`src/wdt_pkg.sv`:
```
// Shared constants, field layout and helpers for the watchdog block
package wdt_pkg;

  // ****************************************************************
  // Device register map and codes
  // ****************************************************************
  localparam logic [7:0] CTRL_ADDR    = 8'h34;
  localparam logic [7:0] CODE_ADDR    = 8'h35;
  localparam logic [7:0] CLEAR_CODE   = 8'h4E;
  localparam logic [7:0] DISABLE_CODE = 8'hB1;
  localparam logic [7:0] CTRL_RESET   = 8'h09;
  localparam int         EN_BIT       = 3;
  localparam int         DTS_LSB      = 1;
  localparam int         OUT_BIT      = 0;

  // ****************************************************************
  // Timing
  // ****************************************************************
  localparam int CORE_HZ         = 40_000_000;
  localparam int FC_HZ           = 40_000_000;
  localparam int RST_MAX_PERIODS = 24;
  localparam int RST_CYCLES      = RST_MAX_PERIODS * CORE_HZ / FC_HZ;
  localparam int TOP_EXP         = 25;
  localparam int STEP_EXP        = 2;
  localparam int QUARTER_EXP     = 2;
  localparam logic [1:0] BIN_LAST = 2'h3;

  // ****************************************************************
  // Host register map
  // ****************************************************************
  localparam logic [7:0] HOST_CMD   = 8'h00;
  localparam logic [7:0] HOST_STAT  = 8'h04;
  localparam logic [7:0] HOST_CFG   = 8'h08;
  localparam int         TARGET_BIT = 8;
  localparam int         ST_RST_BIT = 0;
  localparam int         ST_IRQ_BIT = 1;
  localparam int         ST_CNT_LSB = 8;
  localparam int         ST_NEST_LSB = 16;
  localparam int         CFG_IDLE   = 0;
  localparam int         CFG_DIV2   = 1;
  localparam int         CFG_IMF    = 2;
  localparam int         CFG_RET    = 3;

  typedef enum logic {
    WDT_RUN = 1'b0,
    WDT_RST = 1'b1
  } wdt_state_t;

  // Mask of divider bits that must all be one for a quarter-period tick
  function automatic logic [31:0] wdt_quarter_mask(input logic [1:0] sel,
                                                   input logic       div2,
                                                   input int         top);
    int e;
    e = top - STEP_EXP * int'(sel) - QUARTER_EXP + int'(div2);
    return (32'h1 << e) - 32'h1;
  endfunction

endpackage

```
`src/wdt_link.sv`:
```
// Link between the CPU-side controller and the watchdog device
`timescale 1ns/100ps
interface wdt_link #(parameter int NEST_W = 4);
  logic              wr_en;
  logic [7:0]        wr_addr;
  logic [7:0]        wr_data;
  logic              idle;
  logic              div2_opt;
  logic              irq_return;
  logic              wd_reset_req;
  logic              wd_overflow_irq;
  logic [NEST_W-1:0] nest_depth;

  modport dev (input wr_en, wr_addr, wr_data, idle, div2_opt, irq_return,
               output wd_reset_req, wd_overflow_irq, nest_depth);
  modport cpu (output wr_en, wr_addr, wr_data, idle, div2_opt, irq_return,
               input wd_reset_req, wd_overflow_irq, nest_depth);
endinterface

```
`src/wdt_prescale.sv`:
```
// Free-running prescaler that feeds the watchdog binary counter
`timescale 1ns/100ps
module wdt_prescale
  import wdt_pkg::*;
#(
  parameter int DIV_W = 24,
  parameter int TOP   = TOP_EXP
) (
  input  wire logic       core_clk,
  input  wire logic       resetn,
  input  wire logic       ce,
  input  wire logic       hold,
  input  wire logic [1:0] sel,
  input  wire logic       div2,
  output logic            tick
);

  typedef struct packed {
    logic [DIV_W-1:0] div;
  } wdt_pre_t;

  wdt_pre_t         s;
  wdt_pre_t         next_s;
  logic [DIV_W-1:0] mask;
  logic [31:0]      mask_full;

  // ****************************************************************
  // Divider
  // ****************************************************************
  // Never cleared by software, so a refresh lands anywhere in a quarter
  assign mask_full = wdt_quarter_mask(sel, div2, TOP);
  assign mask      = mask_full[DIV_W-1:0];
  assign tick = ce && !hold && ((s.div & mask) == mask);

  always_comb begin
    next_s = s;
    if (!hold) begin
      next_s.div = s.div + {{(DIV_W-1){1'b0}}, 1'b1};
    end
  end

  always_ff @(posedge core_clk or negedge resetn) begin
    if (!resetn) begin
      s <= '0;
    end else if (ce) begin
      s <= next_s;
    end
  end

endmodule

```
`src/wdt_device.sv`:
```
// Watchdog device end: control and code registers, counter, outputs
//
// Chosen here: a write-only register port on the link.
`timescale 1ns/100ps
module wdt_device
  import wdt_pkg::*;
#(
  parameter int DIV_W  = 24,
  parameter int TOP    = TOP_EXP,
  parameter int NEST_W = 4
) (
  input  wire logic core_clk,
  input  wire logic resetn,
  input  wire logic ce,
  wdt_link.dev      link
);

  // ****************************************************************
  // Constants and state layout
  // ****************************************************************
  // Pulse counter runs from zero to RST_CYCLES-1, one step per clock
  localparam int RST_W = $clog2(RST_CYCLES + 1);
  localparam logic [RST_W-1:0] RST_LAST = RST_W'(RST_CYCLES - 1);
  localparam logic [NEST_W-1:0] NEST_ONE = NEST_W'(1);
  localparam logic [NEST_W-1:0] NEST_MAX = '1;

  // Device state in one record; the prescaler keeps its own divider
  typedef struct packed {
    wdt_state_t        st;
    logic              en_bit;
    logic              running;
    logic [1:0]        dts;
    logic              out_sel;
    logic [1:0]        bin_cnt;
    logic [RST_W-1:0]  rst_cnt;
    logic              irq;
    logic [NEST_W-1:0] nest;
  } wdt_dev_t;

  // Also loaded at the end of an internal reset pulse
  localparam wdt_dev_t DEV_INIT = '{
    st:      WDT_RUN,
    en_bit:  CTRL_RESET[EN_BIT],
    running: CTRL_RESET[EN_BIT],
    dts:     CTRL_RESET[DTS_LSB +: 2],
    out_sel: CTRL_RESET[OUT_BIT],
    bin_cnt: '0,
    rst_cnt: '0,
    irq:     1'b0,
    nest:    '0
  };

  // ****************************************************************
  // Decode helper
  // ****************************************************************
  // One write strobe hitting the code register with one exact value
  function automatic logic wdt_code_hit(input logic       wr,
                                        input logic [7:0] addr,
                                        input logic [7:0] data,
                                        input logic [7:0] code);
    return wr && addr == CODE_ADDR && data == code;
  endfunction

  // ****************************************************************
  // State and nets
  // ****************************************************************
  wdt_dev_t s;
  wdt_dev_t next_s;
  logic     tick;
  logic     hold;
  logic     ctrl_wr;
  logic     clear_hit;
  logic     disable_hit;
  logic     overflow;

  // ****************************************************************
  // Prescaler
  // ****************************************************************
  // Idle and the reset pulse both freeze the time base
  wdt_prescale #(
    .DIV_W (DIV_W),
    .TOP   (TOP)
  ) u_pre (
    .core_clk (core_clk),
    .resetn   (resetn),
    .ce       (ce),
    .hold     (hold),
    .sel      (s.dts),
    .div2     (link.div2_opt),
    .tick     (tick)
  );

  // ****************************************************************
  // Register decode
  // ****************************************************************
  // No read path exists; the registers only take writes
  assign ctrl_wr  = link.wr_en && link.wr_addr == CTRL_ADDR;
  // Fourth quarter tick with the top count already reached
  assign overflow = s.running && tick && s.bin_cnt == BIN_LAST;
  assign clear_hit   = wdt_code_hit(link.wr_en, link.wr_addr, link.wr_data, CLEAR_CODE);
  assign disable_hit = wdt_code_hit(link.wr_en, link.wr_addr, link.wr_data, DISABLE_CODE);
  // The time base stops in idle and while the internal reset runs
  assign hold        = link.idle || s.st == WDT_RST;

  // ****************************************************************
  // Next state
  // ****************************************************************
  always_comb begin
    next_s     = s;
    next_s.irq = 1'b0;
    unique case (s.st)
      // Writes that land during the reset pulse are lost
      WDT_RUN: begin
        if (ctrl_wr) begin
          next_s.en_bit  = link.wr_data[EN_BIT];
          next_s.dts     = link.wr_data[DTS_LSB +: 2];
          // Select can only move from reset request to interrupt
          next_s.out_sel = s.out_sel & link.wr_data[OUT_BIT];
          if (link.wr_data[EN_BIT]) begin
            next_s.running = 1'b1;
          end
        end

        // Any other code value falls through untouched
        if (clear_hit) begin
          next_s.bin_cnt = '0;
        end else if (disable_hit && !s.en_bit) begin
          next_s.running = 1'b0;
        end

        // A refresh in the tick cycle wins: software intent is honoured
        if (s.running && tick && !clear_hit) begin
          if (overflow) begin
            next_s.bin_cnt = '0;
            if (s.out_sel) begin
              next_s.st      = WDT_RST;
              next_s.rst_cnt = '0;
            end else begin
              next_s.irq = 1'b1;
              // Taken at once; earlier levels stay on the nest count
              if (s.nest != NEST_MAX) begin
                next_s.nest = s.nest + NEST_ONE;
              end
            end
          end else begin
            next_s.bin_cnt = s.bin_cnt + 2'h1;
          end
        end

        // A return with nothing pending is dropped; the count saturates
        if (link.irq_return && next_s.nest != '0) begin
          next_s.nest = next_s.nest - NEST_ONE;
        end

        if (!next_s.running) begin
          next_s.bin_cnt = '0;
        end
      end
      WDT_RST: begin
        // Internal reset reinitialises the block, select included
        if (s.rst_cnt == RST_LAST) begin
          next_s = DEV_INIT;
        end else begin
          next_s.rst_cnt = s.rst_cnt + RST_W'(1);
        end
      end
    endcase
  end

  // Clock enable low freezes every field at once
  always_ff @(posedge core_clk or negedge resetn) begin
    if (!resetn) begin
      s <= DEV_INIT;
    end else if (ce) begin
      s <= next_s;
    end
  end

  // ****************************************************************
  // Outputs
  // ****************************************************************
  // All outputs come straight from state flops
  assign link.wd_reset_req    = s.st == WDT_RST;
  assign link.wd_overflow_irq = s.irq;
  assign link.nest_depth      = s.nest;

endmodule

```
`src/flat_wrapper.sv`:
```
// flat-port wrapper written by rule: the top's interface ports become plain ports
module wdt_device_flat import wdt_pkg::*;
#(
  parameter int DIV_W  = 24,
  parameter int TOP    = TOP_EXP,
  parameter int NEST_W = 4
)
  (core_clk, resetn, ce, link_wr_en, link_wr_addr, link_wr_data, link_idle, link_div2_opt, link_irq_return, link_wd_reset_req, link_wd_overflow_irq, link_nest_depth);
  wdt_link #(.NEST_W(NEST_W)) link_i ();
  input  wire logic core_clk;
  input  wire logic resetn;
  input  wire logic ce;
  input wire logic [$bits(link_i.wr_en)-1:0] link_wr_en;
  input wire logic [$bits(link_i.wr_addr)-1:0] link_wr_addr;
  input wire logic [$bits(link_i.wr_data)-1:0] link_wr_data;
  input wire logic [$bits(link_i.idle)-1:0] link_idle;
  input wire logic [$bits(link_i.div2_opt)-1:0] link_div2_opt;
  input wire logic [$bits(link_i.irq_return)-1:0] link_irq_return;
  output wire logic [$bits(link_i.wd_reset_req)-1:0] link_wd_reset_req;
  output wire logic [$bits(link_i.wd_overflow_irq)-1:0] link_wd_overflow_irq;
  output wire logic [$bits(link_i.nest_depth)-1:0] link_nest_depth;
  assign link_i.wr_en = link_wr_en;
  assign link_i.wr_addr = link_wr_addr;
  assign link_i.wr_data = link_wr_data;
  assign link_i.idle = link_idle;
  assign link_i.div2_opt = link_div2_opt;
  assign link_i.irq_return = link_irq_return;
  assign link_wd_reset_req = link_i.wd_reset_req;
  assign link_wd_overflow_irq = link_i.wd_overflow_irq;
  assign link_nest_depth = link_i.nest_depth;
  wdt_device #(.DIV_W(DIV_W), .TOP(TOP), .NEST_W(NEST_W)) u_core (.core_clk(core_clk), .resetn(resetn), .ce(ce), .link(link_i));
endmodule
```
`config.mk`:
```
export PLATFORM = sky130hd
export DESIGN_NAME = wdt_device_flat
export DESIGN_NICKNAME = d
export VERILOG_FILES = /design/src/wdt_pkg.sv /design/src/wdt_link.sv /design/src/wdt_prescale.sv /design/src/wdt_device.sv /design/src/flat_wrapper.sv
export SDC_FILE = /design/constraint.sdc
export NUM_CORES = 1
export LEC_CHECK = 0
export BUFFER_PORTS_ARGS = -buffer_cell sky130_fd_sc_hd__buf_2
export CORE_UTILIZATION = 29
export DETAILED_ROUTE_END_ITERATION = 7
export HOLD_SLACK_MARGIN = 0.1
export SKIP_LAST_GASP = 1
export SLEW_MARGIN = 5
export SYNTH_ARGS = -nofsm -noshare
export SYNTH_HDL_FRONTEND = slang
export SYNTH_SLANG_ARGS = --single-unit
export TNS_END_PERCENT = 100
```
`constraint.sdc`:
```
create_clock -name core_clk -period 4.9 [get_ports core_clk]
set_input_delay 0.49 -clock core_clk [delete_from_list [all_inputs] [get_ports core_clk]]
set_output_delay 0.49 -clock core_clk [all_outputs]
set_load 0.1 [all_outputs]
```
# Word-level counts from Yosys, hierarchy flattened
# Index checks and enable logic that the tools add are counted.
# word_totals
wordCells,81
n_memories,0
latchBits,0
inputBits,23
out_inout_bits,6
ramBits,0
register_bits,42
romBits,0
# op_classes
multipliers,0
n_bitwise,4
order_cmp,0
shift,1
add_sub_neg,9
eq_ne,14
muxes,22
reduce_logical,21
n_div,0
# op_table
operator,n
18-bit case mux with 2 select lines,1
1-bit by 32-bit << shifter with 24-bit output (first input constant),1
24-bit by 1-bit adder with 24-bit output (second input constant),1
24-bit AND,1
24-bit equality test,1
12-bit two-way mux,2
24-bit by 1-bit subtractor with 24-bit output (second input constant),1
5-bit two-way mux,4
8-bit by 6-bit equality test with 1-bit output (second input constant),2
4-bit two-way mux,3
1-bit logical AND,11
10-bit two-way mux,1
3-bit by 1-bit != test with 1-bit output (second input constant),3
7-bit by 2-bit adder with 8-bit output,1
8-bit by 7-bit equality test with 1-bit output (second input constant),1
8-bit equality test (second input constant),1
8-bit two-way mux,1
1-bit two-way mux,7
6-bit by 3-bit subtractor with 7-bit output (second input constant),1
2-bit two-way mux,3
3-bit AND reduction,2
5-bit by 3-bit subtractor with 6-bit output (first input constant),1
5-bit by 1-bit adder with 5-bit output (second input constant),1
5-bit equality test (second input constant),1
15 further kinds,19

# Depth between registers and ports, before layout
# Gate-level depths: netlist of the first run.
# depth
word_depth,17
mapped_depth,26
mapped_depth_nobuf,21

# Modules after synthesis
# From an unflattened synthesis of the first run, not the netlist that was laid out.
# hier_totals
hier_cells,273
area_unflattened_um2,2613.8
# modules_own_cells
module,n_inst,area_each_um2,cells_per_inst
wdt_prescale,1,1335.0,127
wdt_device,1,1278.7,146

# Worst setup path after synthesis of the first run
# No wires, ideal clock.
# synth_path
path_type,reg2reg
start,register u_core.s[13] (netlist bit)
end,register u_core.s (netlist bit u_core.link.nest_depth[0])
n_path_buf,4
setup_time_ns,0.130
synth_period_minus_slack_ns,5.353
slack_ns,-0.453
arrival_time_ns,5.223
stages_incl_launch_ff,26
t_required_ns,4.770
cell_sequence,dfrtp_1 -> buf_2 -> inv_1 -> ha_1 -> buf_6 -> or2_1 -> buf_6 -> a21oi_1 -> nand2_1 -> ha_1 -> nor2_1 -> nor4b_1 -> o221ai_1 -> a2111oi_2 -> nand4_1 -> or4_1 -> buf_2 -> nor4_2 -> mux2i_1 -> ha_1 -> nor2b_1 -> nand3_1 -> nor4_1 -> or4_1 -> a31oi_1 -> mux2i_1
# synth_between
elab_chain_cells,17
word_cells_on_any_way,19
classes_between,add/sub: 5; eq/ne: 1; shift: 1; mux: 5; bitwise: 1; reduce/logical: 6
# synth_rtl
item,line_no,text
start: declaration,wdt_device.sv:67,wdt_dev_t s;
start signal: assignment,wdt_device.sv:175,s <= next_s;
5-bit by 3-bit subtractor with 6-bit output *,wdt_pkg.sv:54,e = top - STEP_EXP * int'(sel) - QUARTER_EXP + int'(div2);
6-bit by 3-bit subtractor with 7-bit output *,wdt_pkg.sv:54,
7-bit by 2-bit adder with 8-bit output *,wdt_pkg.sv:54,
1-bit by 32-bit << shifter with 24-bit output *,wdt_pkg.sv:55,return (32'h1 << e) - 32'h1;
24-bit by 1-bit subtractor with 24-bit output *,wdt_pkg.sv:55,
24-bit AND,wdt_prescale.sv:33,assign tick = ce && !hold && ((s.div & mask) == mask);
24-bit equality test *,wdt_prescale.sv:33,
1-bit logical AND *,wdt_prescale.sv:33,
1-bit logical AND *,"wdt_device.sv:99, wdt_device.sv:132",
1-bit logical AND,wdt_device.sv:99,assign overflow = s.running && tick && s.bin_cnt == BIN_LAST;
10-bit two-way mux,wdt_device.sv:133,if (overflow) begin
12-bit two-way mux *,wdt_device.sv:132,if (s.running && tick && !clear_hit) begin
12-bit two-way mux *,wdt_device.sv:111,unique case (s.st)
"parallel branches: the longest is 2 deep, another holds 4-bit by 1-bit subtractor with 4-bit output",-,
4-bit two-way mux *,wdt_device.sv:151,if (link.irq_return && next_s.nest != '0) begin
18-bit case mux with 2 select lines *,wdt_device.sv:111,
# Every way passes the cells marked *. The select of a mux whose other input is x is not followed.
# A chain may end at the register's enable or synchronous reset.

# Worst setup path after layout of the first run
# layout_path
start,register u_core.s[14] (netlist bit)
end,register u_core.s (netlist bit u_core.link.nest_depth[0])
# The elaborated chain is that of the path after synthesis.

==> impl_metrics.env, run 1 <==
export IMPL_nets=467
export IMPL_fmax_mhz=213.2
export IMPL_ir_drop_v=0.0002777
export IMPL_finalClockSkew_ns=0.004781
export IMPL_drtIter0Drc=184
export IMPL_fin_crit_ns=4.690
export IMPL_worst_path_buf_inv=1
export IMPL_crit_slowest_cell="or4_4"
export IMPL_start_util_pct=30.08
export IMPL_pwr_share_clk_pct=28.5
export IMPL_wl_per_cell_um=16.13
export IMPL_chipHeight_um=108.5
export IMPL_cts_sinks=42
export IMPL_internal_power_mw=0.7373
export IMPL_cp_top_family="simple AND/OR/NAND/NOR gates"
export IMPL_gp_congestion=0.9832
export IMPL_dieArea_mm2=0.01177
export IMPL_htreeDepth=2
export IMPL_final_util_pct=36.52
export IMPL_p_switching_mw=0.4456
export IMPL_clockBufferDepth=2
export IMPL_cp_slowest_stage_delay_ns=0.51
export IMPL_num_io_pins=29
export IMPL_syn_nets=428
export IMPL_yosysWarningCount=0
export IMPL_ys_ff_latch=42
export IMPL_p_leak_nw=1.696
export IMPL_core_mm2=0.01094
export IMPL_syn_area_per_cell_um2=8.328
export IMPL_yosysUniqueCellTypes=67
export IMPL_status="completed"
export IMPL_critPathKind="flip-flop to flip-flop"
export IMPL_layout_commonest_cell="nand2_1"
export IMPL_dr_pass1_iters=5
export IMPL_areaGrowthSynthToFinish_pct=21.41
export IMPL_antenna_found_initial=0
export IMPL_final_setup_viol_count=0
export IMPL_clock_latency_ns=0.29
export IMPL_synth_async_reset_ratio_pct=100.0
export IMPL_grt_max_degree=43
export IMPL_syn_area_mm2=0.003289
export IMPL_synth_edf_count=0
export IMPL_path_cells="buf_4 > ha_4 > nor4bb_4 > nand2b_4 > ha_4 > nor2_1 > nor4b_2 > o221ai_1 > a2111oi_2 > nand4_1 > or4_4 > nor4_4 > mux2i_1 > ha_2 > nor2b_4 > nand3_2 > nor4_4 > or4_4 > a31oi_2 > mux2i_1"
export IMPL_cts_tree="yes"
export IMPL_seqPwrFrac_pct=38.3
export IMPL_die_w_um=108.5
export IMPL_rsz0062_at_grt="no"
export IMPL_swShare_pct=37.67
export IMPL_numCtsBuffers=5
export IMPL_synth_ff_type="dfrtp_1"
export IMPL_pwr_share_comb_pct=33.3
export IMPL_tightestPinTransition_ns=0.9537
export IMPL_slew_violations=0
export IMPL_clk_pin_slew_ns=0.06
export IMPL_maxCapViolCount=0
export IMPL_grt_pass1_vias=3191
export IMPL_grt_overflow_total=0
export IMPL_vias_per_cell=5.630
export IMPL_finalHoldViolCount=0
export IMPL_relSlewSlack_pct=36.42
export IMPL_cp_data_required_time_ns=5.06
export IMPL_cp_end_kind="flip-flop"
export IMPL_route_detailed_drc=0
export IMPL_start_kind="flip-flop"
export IMPL_drive_above_1_share_pct=22.53
export IMPL_yosysSeqAreaShare_pct=32.07
export IMPL_port_buffers=28
export IMPL_hp_class="input pin to async pin"
export IMPL_grtUsageTotal_pct=17.11
export IMPL_vias=3237
export IMPL_dp_hpwl_um=6656
export IMPL_critPathArrivalTime_ns=4.85
export IMPL_holdBufCountCts=0
export IMPL_diodes=0
export IMPL_mostFrequentLayoutCells="nand2_1 (49), dfrtp_1 (39), nor2_1 (30), buf_4 (30), buf_2 (28)"
export IMPL_rows=38
export IMPL_ant_nets=0
export IMPL_postPlaceCellArea_mm2=0.003672
export IMPL_grt_first_pass_wirelength_um=15620
export IMPL_postRouteWirelength_um=9277
export IMPL_power_density_mw_per_mm2=296.2
export IMPL_cts_root_buf="clkbuf_16"
export IMPL_postLayoutCellArea_mm2=0.003994
export IMPL_min_period_over_period_pct=95.72
export IMPL_synthCells=395
export IMPL_worst_path_max_fanout=5
## sequential cells by signal (all words and copies together), names as in the netlist
name,cells
u_core.link.nest_depth,4
u_core.s,12
u_core.u_pre.s,24
u_core.link.wd_overflow_irq,1
u_core.link.wd_reset_req,1
## logic make-up (layout without fill, tap and decap cells)
kind of cell	after synthesis	after routing	synth area share [%]
adders and majority gates	10	10	3.804
muxes	10	10	3.157
xor gates and xnor gates	28	28	7.455
DFF	42	42	32.07
buffers and inverters	36	76	5.401
and+or+nand+nor	186	186	30.16
AOI/OAI and AO/OA	83	83	17.95
## final cells by class
type / instances / area, um^2
clock buffer: 8 / 146.4
fill: 1137 / 6942
inverter: 9 / 33.78
multi-input combinational: 317 / 2207
sequential: 42 / 1055
tap: 140 / 175.2
timing repair buffer: 59 / 376.6
## layer usage
metal	GRT usage (%)	up-vias	wire, um
li1	-	1513	-
met4	9.266	0	332
met5	0	-	0
met2	27.94	142	4477
met1	20.96	1538	3942
met3	3.617	44	525
## path summary, 6_finish.rpt
kind                               from                   endpoint  slack (ns)  cells past startpoint
min                              resetn         u_core.u_pre.s[23]        0.33                      1
min in group core_clk       u_core.s[9]                u_core.s[9]        0.47                      1
max reg2reg                u_core.s[14]  u_core.link.nest_depth[0]        0.21                     20
min reg2reg                 u_core.s[9]                u_core.s[9]        0.47                      1
max in group asynchronous        resetn                u_core.s[8]        3.95                      1
max                        u_core.s[14]  u_core.link.nest_depth[0]        0.21                     20
## metrics by stage
stage / total power, mW / setup WS [ns] / cells / hold WS, ns / setup TNS (ns)
global placement: 0.7985 / 0.1150 / 560 / 0.4660 / 0
global route: 1.250 / 0.009587 / 575 / 0.4402 / 0
CTS: 1.184 / 0.001575 / 575 / 0.3906 / 0
detailed placement: 0.8024 / -0.2294 / 560 / 0.4750 / -0.4414
floorplan: 0.7364 / 0.01150 / 395 / 0.1944 / 0
finish: 1.183 / 0.2096 / 575 / 0.3328 / 0
## synth_stat cells (3+ instances only)
cell | number | share of area, %
a21o_1 | 5 | 1.1
a21oi_1 | 17 | 2.6
a22o_1 | 6 | 1.6
a31oi_1 | 3 | 0.57
and2_1 | 3 | 0.57
and3_1 | 6 | 1.1
buf_1 | 3 | 0.34
buf_2 | 10 | 1.5
buf_4 | 4 | 0.91
clkbuf_1 | 8 | 0.91
dfrtp_1 | 39 | 30
dfstp_2 | 3 | 2.4
ha_1 | 10 | 3.8
inv_1 | 9 | 1.0
mux2_2 | 3 | 1.0
mux2i_1 | 7 | 2.1
nand2_1 | 49 | 5.6
nand2b_1 | 13 | 2.5
nand3_1 | 17 | 2.6
nand4_1 | 11 | 2.1
nor2_1 | 30 | 3.4
nor2b_1 | 10 | 1.9
nor3_1 | 11 | 1.7
nor3b_1 | 4 | 0.91
nor4_1 | 7 | 1.3
nor4b_1 | 3 | 0.80
o211ai_1 | 7 | 1.6
o21ai_0 | 14 | 2.1
o31ai_1 | 4 | 0.91
or4_1 | 5 | 1.1
xnor2_1 | 18 | 4.8
xor2_1 | 10 | 2.7
## worst register-to-register path, cell delays in order, from the launching register on
cell,delay (ns)
dfrtp_1,0.39
buf_4,0.16
ha_4,0.17
nor4bb_4,0.40
nand2b_4,0.10
ha_4,0.26
nor2_1,0.04
nor4b_2,0.30
o221ai_1,0.18
a2111oi_2,0.24
nand4_1,0.12
or4_4,0.46
nor4_4,0.27
mux2i_1,0.17
ha_2,0.22
nor2b_4,0.13
nand3_2,0.10
nor4_4,0.05
or4_4,0.51
a31oi_2,0.21
mux2i_1,0.09
## timing repair
action | 4_1_cts | 5_1_grt
resized for setup | 22 | 1
setup endpoints to repair | 2 | 2
pin swaps | 11 | 6
setup buffers | 7 | 0
## power by group through the flow
stage	combinational [mW]	clock, mW	sequential (mW)
after detailed placement	0.345	0	0.457
after global placement	0.342	0	0.457
after floorplan	0.308	0	0.429
final	0.393	0.337	0.453
after CTS	0.382	0.348	0.454
after global routing	0.424	0.364	0.462
(Power assumes the default switching activity.)
==> run 2: changes to the inputs <==
- PLACE_DENSITY: default -> 0.44
==> impl_metrics.env, run 2 (synthesized netlist as in run 1, its figures left out) <==
export IMPL_slew_violations=0
export IMPL_p_leak_nw=1.710
export IMPL_numCtsBuffers=5
export IMPL_status="completed"
export IMPL_clock_latency_ns=0.29
export IMPL_areaGrowthSynthToFinish_pct=21.61
export IMPL_relSlewSlack_pct=29.65
export IMPL_num_fill_cells=1133
export IMPL_clk_pin_slew_ns=0.07
export IMPL_clockBufferDepth=2
export IMPL_grt_max_degree=43
export IMPL_postLayoutCellArea_mm2=0.004000
export IMPL_ant_nets=0
export IMPL_htreeDepth=2
export IMPL_dieArea_mm2=0.01177
export IMPL_fin_crit_ns=4.645
export IMPL_grtUsageTotal_pct=17.04
export IMPL_postPlaceCellArea_mm2=0.003680
export IMPL_postRouteWirelength_um=9211
export IMPL_gp_congestion=0.8546
export IMPL_rsz0062_at_grt="yes"
export IMPL_route_detailed_drc=0
export IMPL_startpoint="u_core.s[13]"
export IMPL_core_mm2=0.01094
export IMPL_critPathArrivalTime_ns=4.85
export IMPL_critPathKind="flip-flop to flip-flop"
export IMPL_cp_data_required_time_ns=5.11
export IMPL_vias=3040
export IMPL_start_util_pct=30.08
export IMPL_grt_first_pass_wirelength_um=15520
export IMPL_finalClockSkew_ns=0.005418
export IMPL_maxCapViolCount=0
export IMPL_top_register="u_core.u_pre.s"
export IMPL_worst_path_max_fanout=4
export IMPL_cts_sinks=42
export IMPL_dr_pass1_iters=4
export IMPL_tns_ns=0
export IMPL_rows=38
export IMPL_chipHeight_um=108.5
export IMPL_drtIter0Drc=113
export IMPL_die_w_um=108.5
export IMPL_cts_tree="yes"
export IMPL_final_setup_viol_count=0
export IMPL_start_kind="flip-flop"
export IMPL_layout_commonest_cell="nand2_1"
export IMPL_tightestPinTransition_ns=1.055
export IMPL_hp_class="input pin to async pin"
export IMPL_port_buffers=28
export IMPL_layout_setup_ws_ns=0.2553
export IMPL_grt_pass1_vias=3010
export IMPL_mostFrequentLayoutCells="nand2_1 (49), dfrtp_1 (39), buf_4 (29), nor2_1 (28), buf_2 (28)"
export IMPL_ir_drop_v=0.0002147
export IMPL_min_period_over_period_pct=94.79
export IMPL_dp_hpwl_um=7003
export IMPL_cts_root_buf="clkbuf_16"
export IMPL_wl_per_cell_um=16.05
export IMPL_antenna_found_initial=0
export IMPL_diodes=0
export IMPL_cp_end_kind="flip-flop"
export IMPL_place_ws_ns=-0.1645
export IMPL_r2r_start="u_core.s[13]"
export IMPL_vias_per_cell=5.296
export IMPL_drive_above_1_share_pct=22.81
export IMPL_nets=466
export IMPL_fmax_mhz=215.3
export IMPL_final_util_pct=36.58
export IMPL_power_density_mw_per_mm2=306.6
export IMPL_grt_overflow_total=0
export IMPL_finalHoldViolCount=0
export IMPL_num_io_pins=29
export IMPL_largest_reg_flops=24
run 2: what timing repair did:
| item | CTS | global route |
|---|---|---|
| endpoints found under the setup margin | 2 | 2 |
| buffers inserted | 4 | 1 |
| pin swaps | 11 | 4 |
| resized for setup | 20 | 2 |
| hold buffers | 0 | 0 |
run 2: cell type report:
type                       instances  area (um^2)  share of cell area (%)
clock inverter                     3        43.79                   1.095
tap                              140        175.2                   4.379
multi-input combinational        317         2198                   54.96
inverter                           9        33.78                  0.8445
sequential                        42         1055                   26.37
timing repair buffer              58        369.1                   9.227
clock buffer                       5        125.1                   3.128
run 2: power by group:
part           switching (mW)  internal (mW)  leakage [nW]  total, mW
Combinational           0.231          0.143          1.07      0.374
Clock                   0.144          0.241        0.0842      0.386
Sequential             0.0822          0.384         0.560      0.466
run 2: per-layer routing:
layer | global-route usage [%] | routed length (um) | up-vias
met4 | 4.923 | 130 | 0
met3 | 3.677 | 382 | 10
li1 | - | - | 1510
met1 | 21.94 | 4282 | 1450
met2 | 28.48 | 4416 | 70
met5 | 0 | 0 | -
run 2: final timing paths:
path | endpoint | slack, ns | depth (start not counted)
worst max-delay path | u_core.link.nest_depth[0] | 0.26 | 21
worst min-delay path | u_core.u_pre.s[8] | 0.39 | 1
worst max register to register | u_core.link.nest_depth[0] | 0.26 | 21
worst min register to register | u_core.s[9] | 0.47 | 1
max in group asynchronous | u_core.link.wd_overflow_irq | 3.86 | 1
min in group core_clk | u_core.s[9] | 0.47 | 1
run 2: stage by stage:
step | cells | hold slack (ns) | power (mW)
3_3_place_gp | 561 | 0.4594 | 0.8145
3_5_place_dp | 561 | 0.4704 | 0.8159
2_1_floorplan | 395 | 0.1944 | 0.7364
4_1_cts | 573 | 0.4363 | 1.239
5_1_grt | 574 | 0.4876 | 1.290
6_report | 574 | 0.3903 | 1.227
run 2: critical path, cell delays in order (launching register included):
cell and delay (ns):
dfrtp_1 0.40, inv_2 0.10, ha_4 0.21, or3_4 0.37, nand2b_4 0.16, ha_4 0.26
nor2_1 0.04, nor4b_2 0.25, o221ai_1 0.17, a2111oi_2 0.25, nand4_1 0.14, or4_4 0.45
nor4_4 0.21, buf_4 0.18, xnor2_2 0.06, ha_2 0.18, nor2b_2 0.16, nand3_2 0.10
nor4_4 0.05, or4_4 0.52, a21o_1 0.19, mux2i_1 0.12
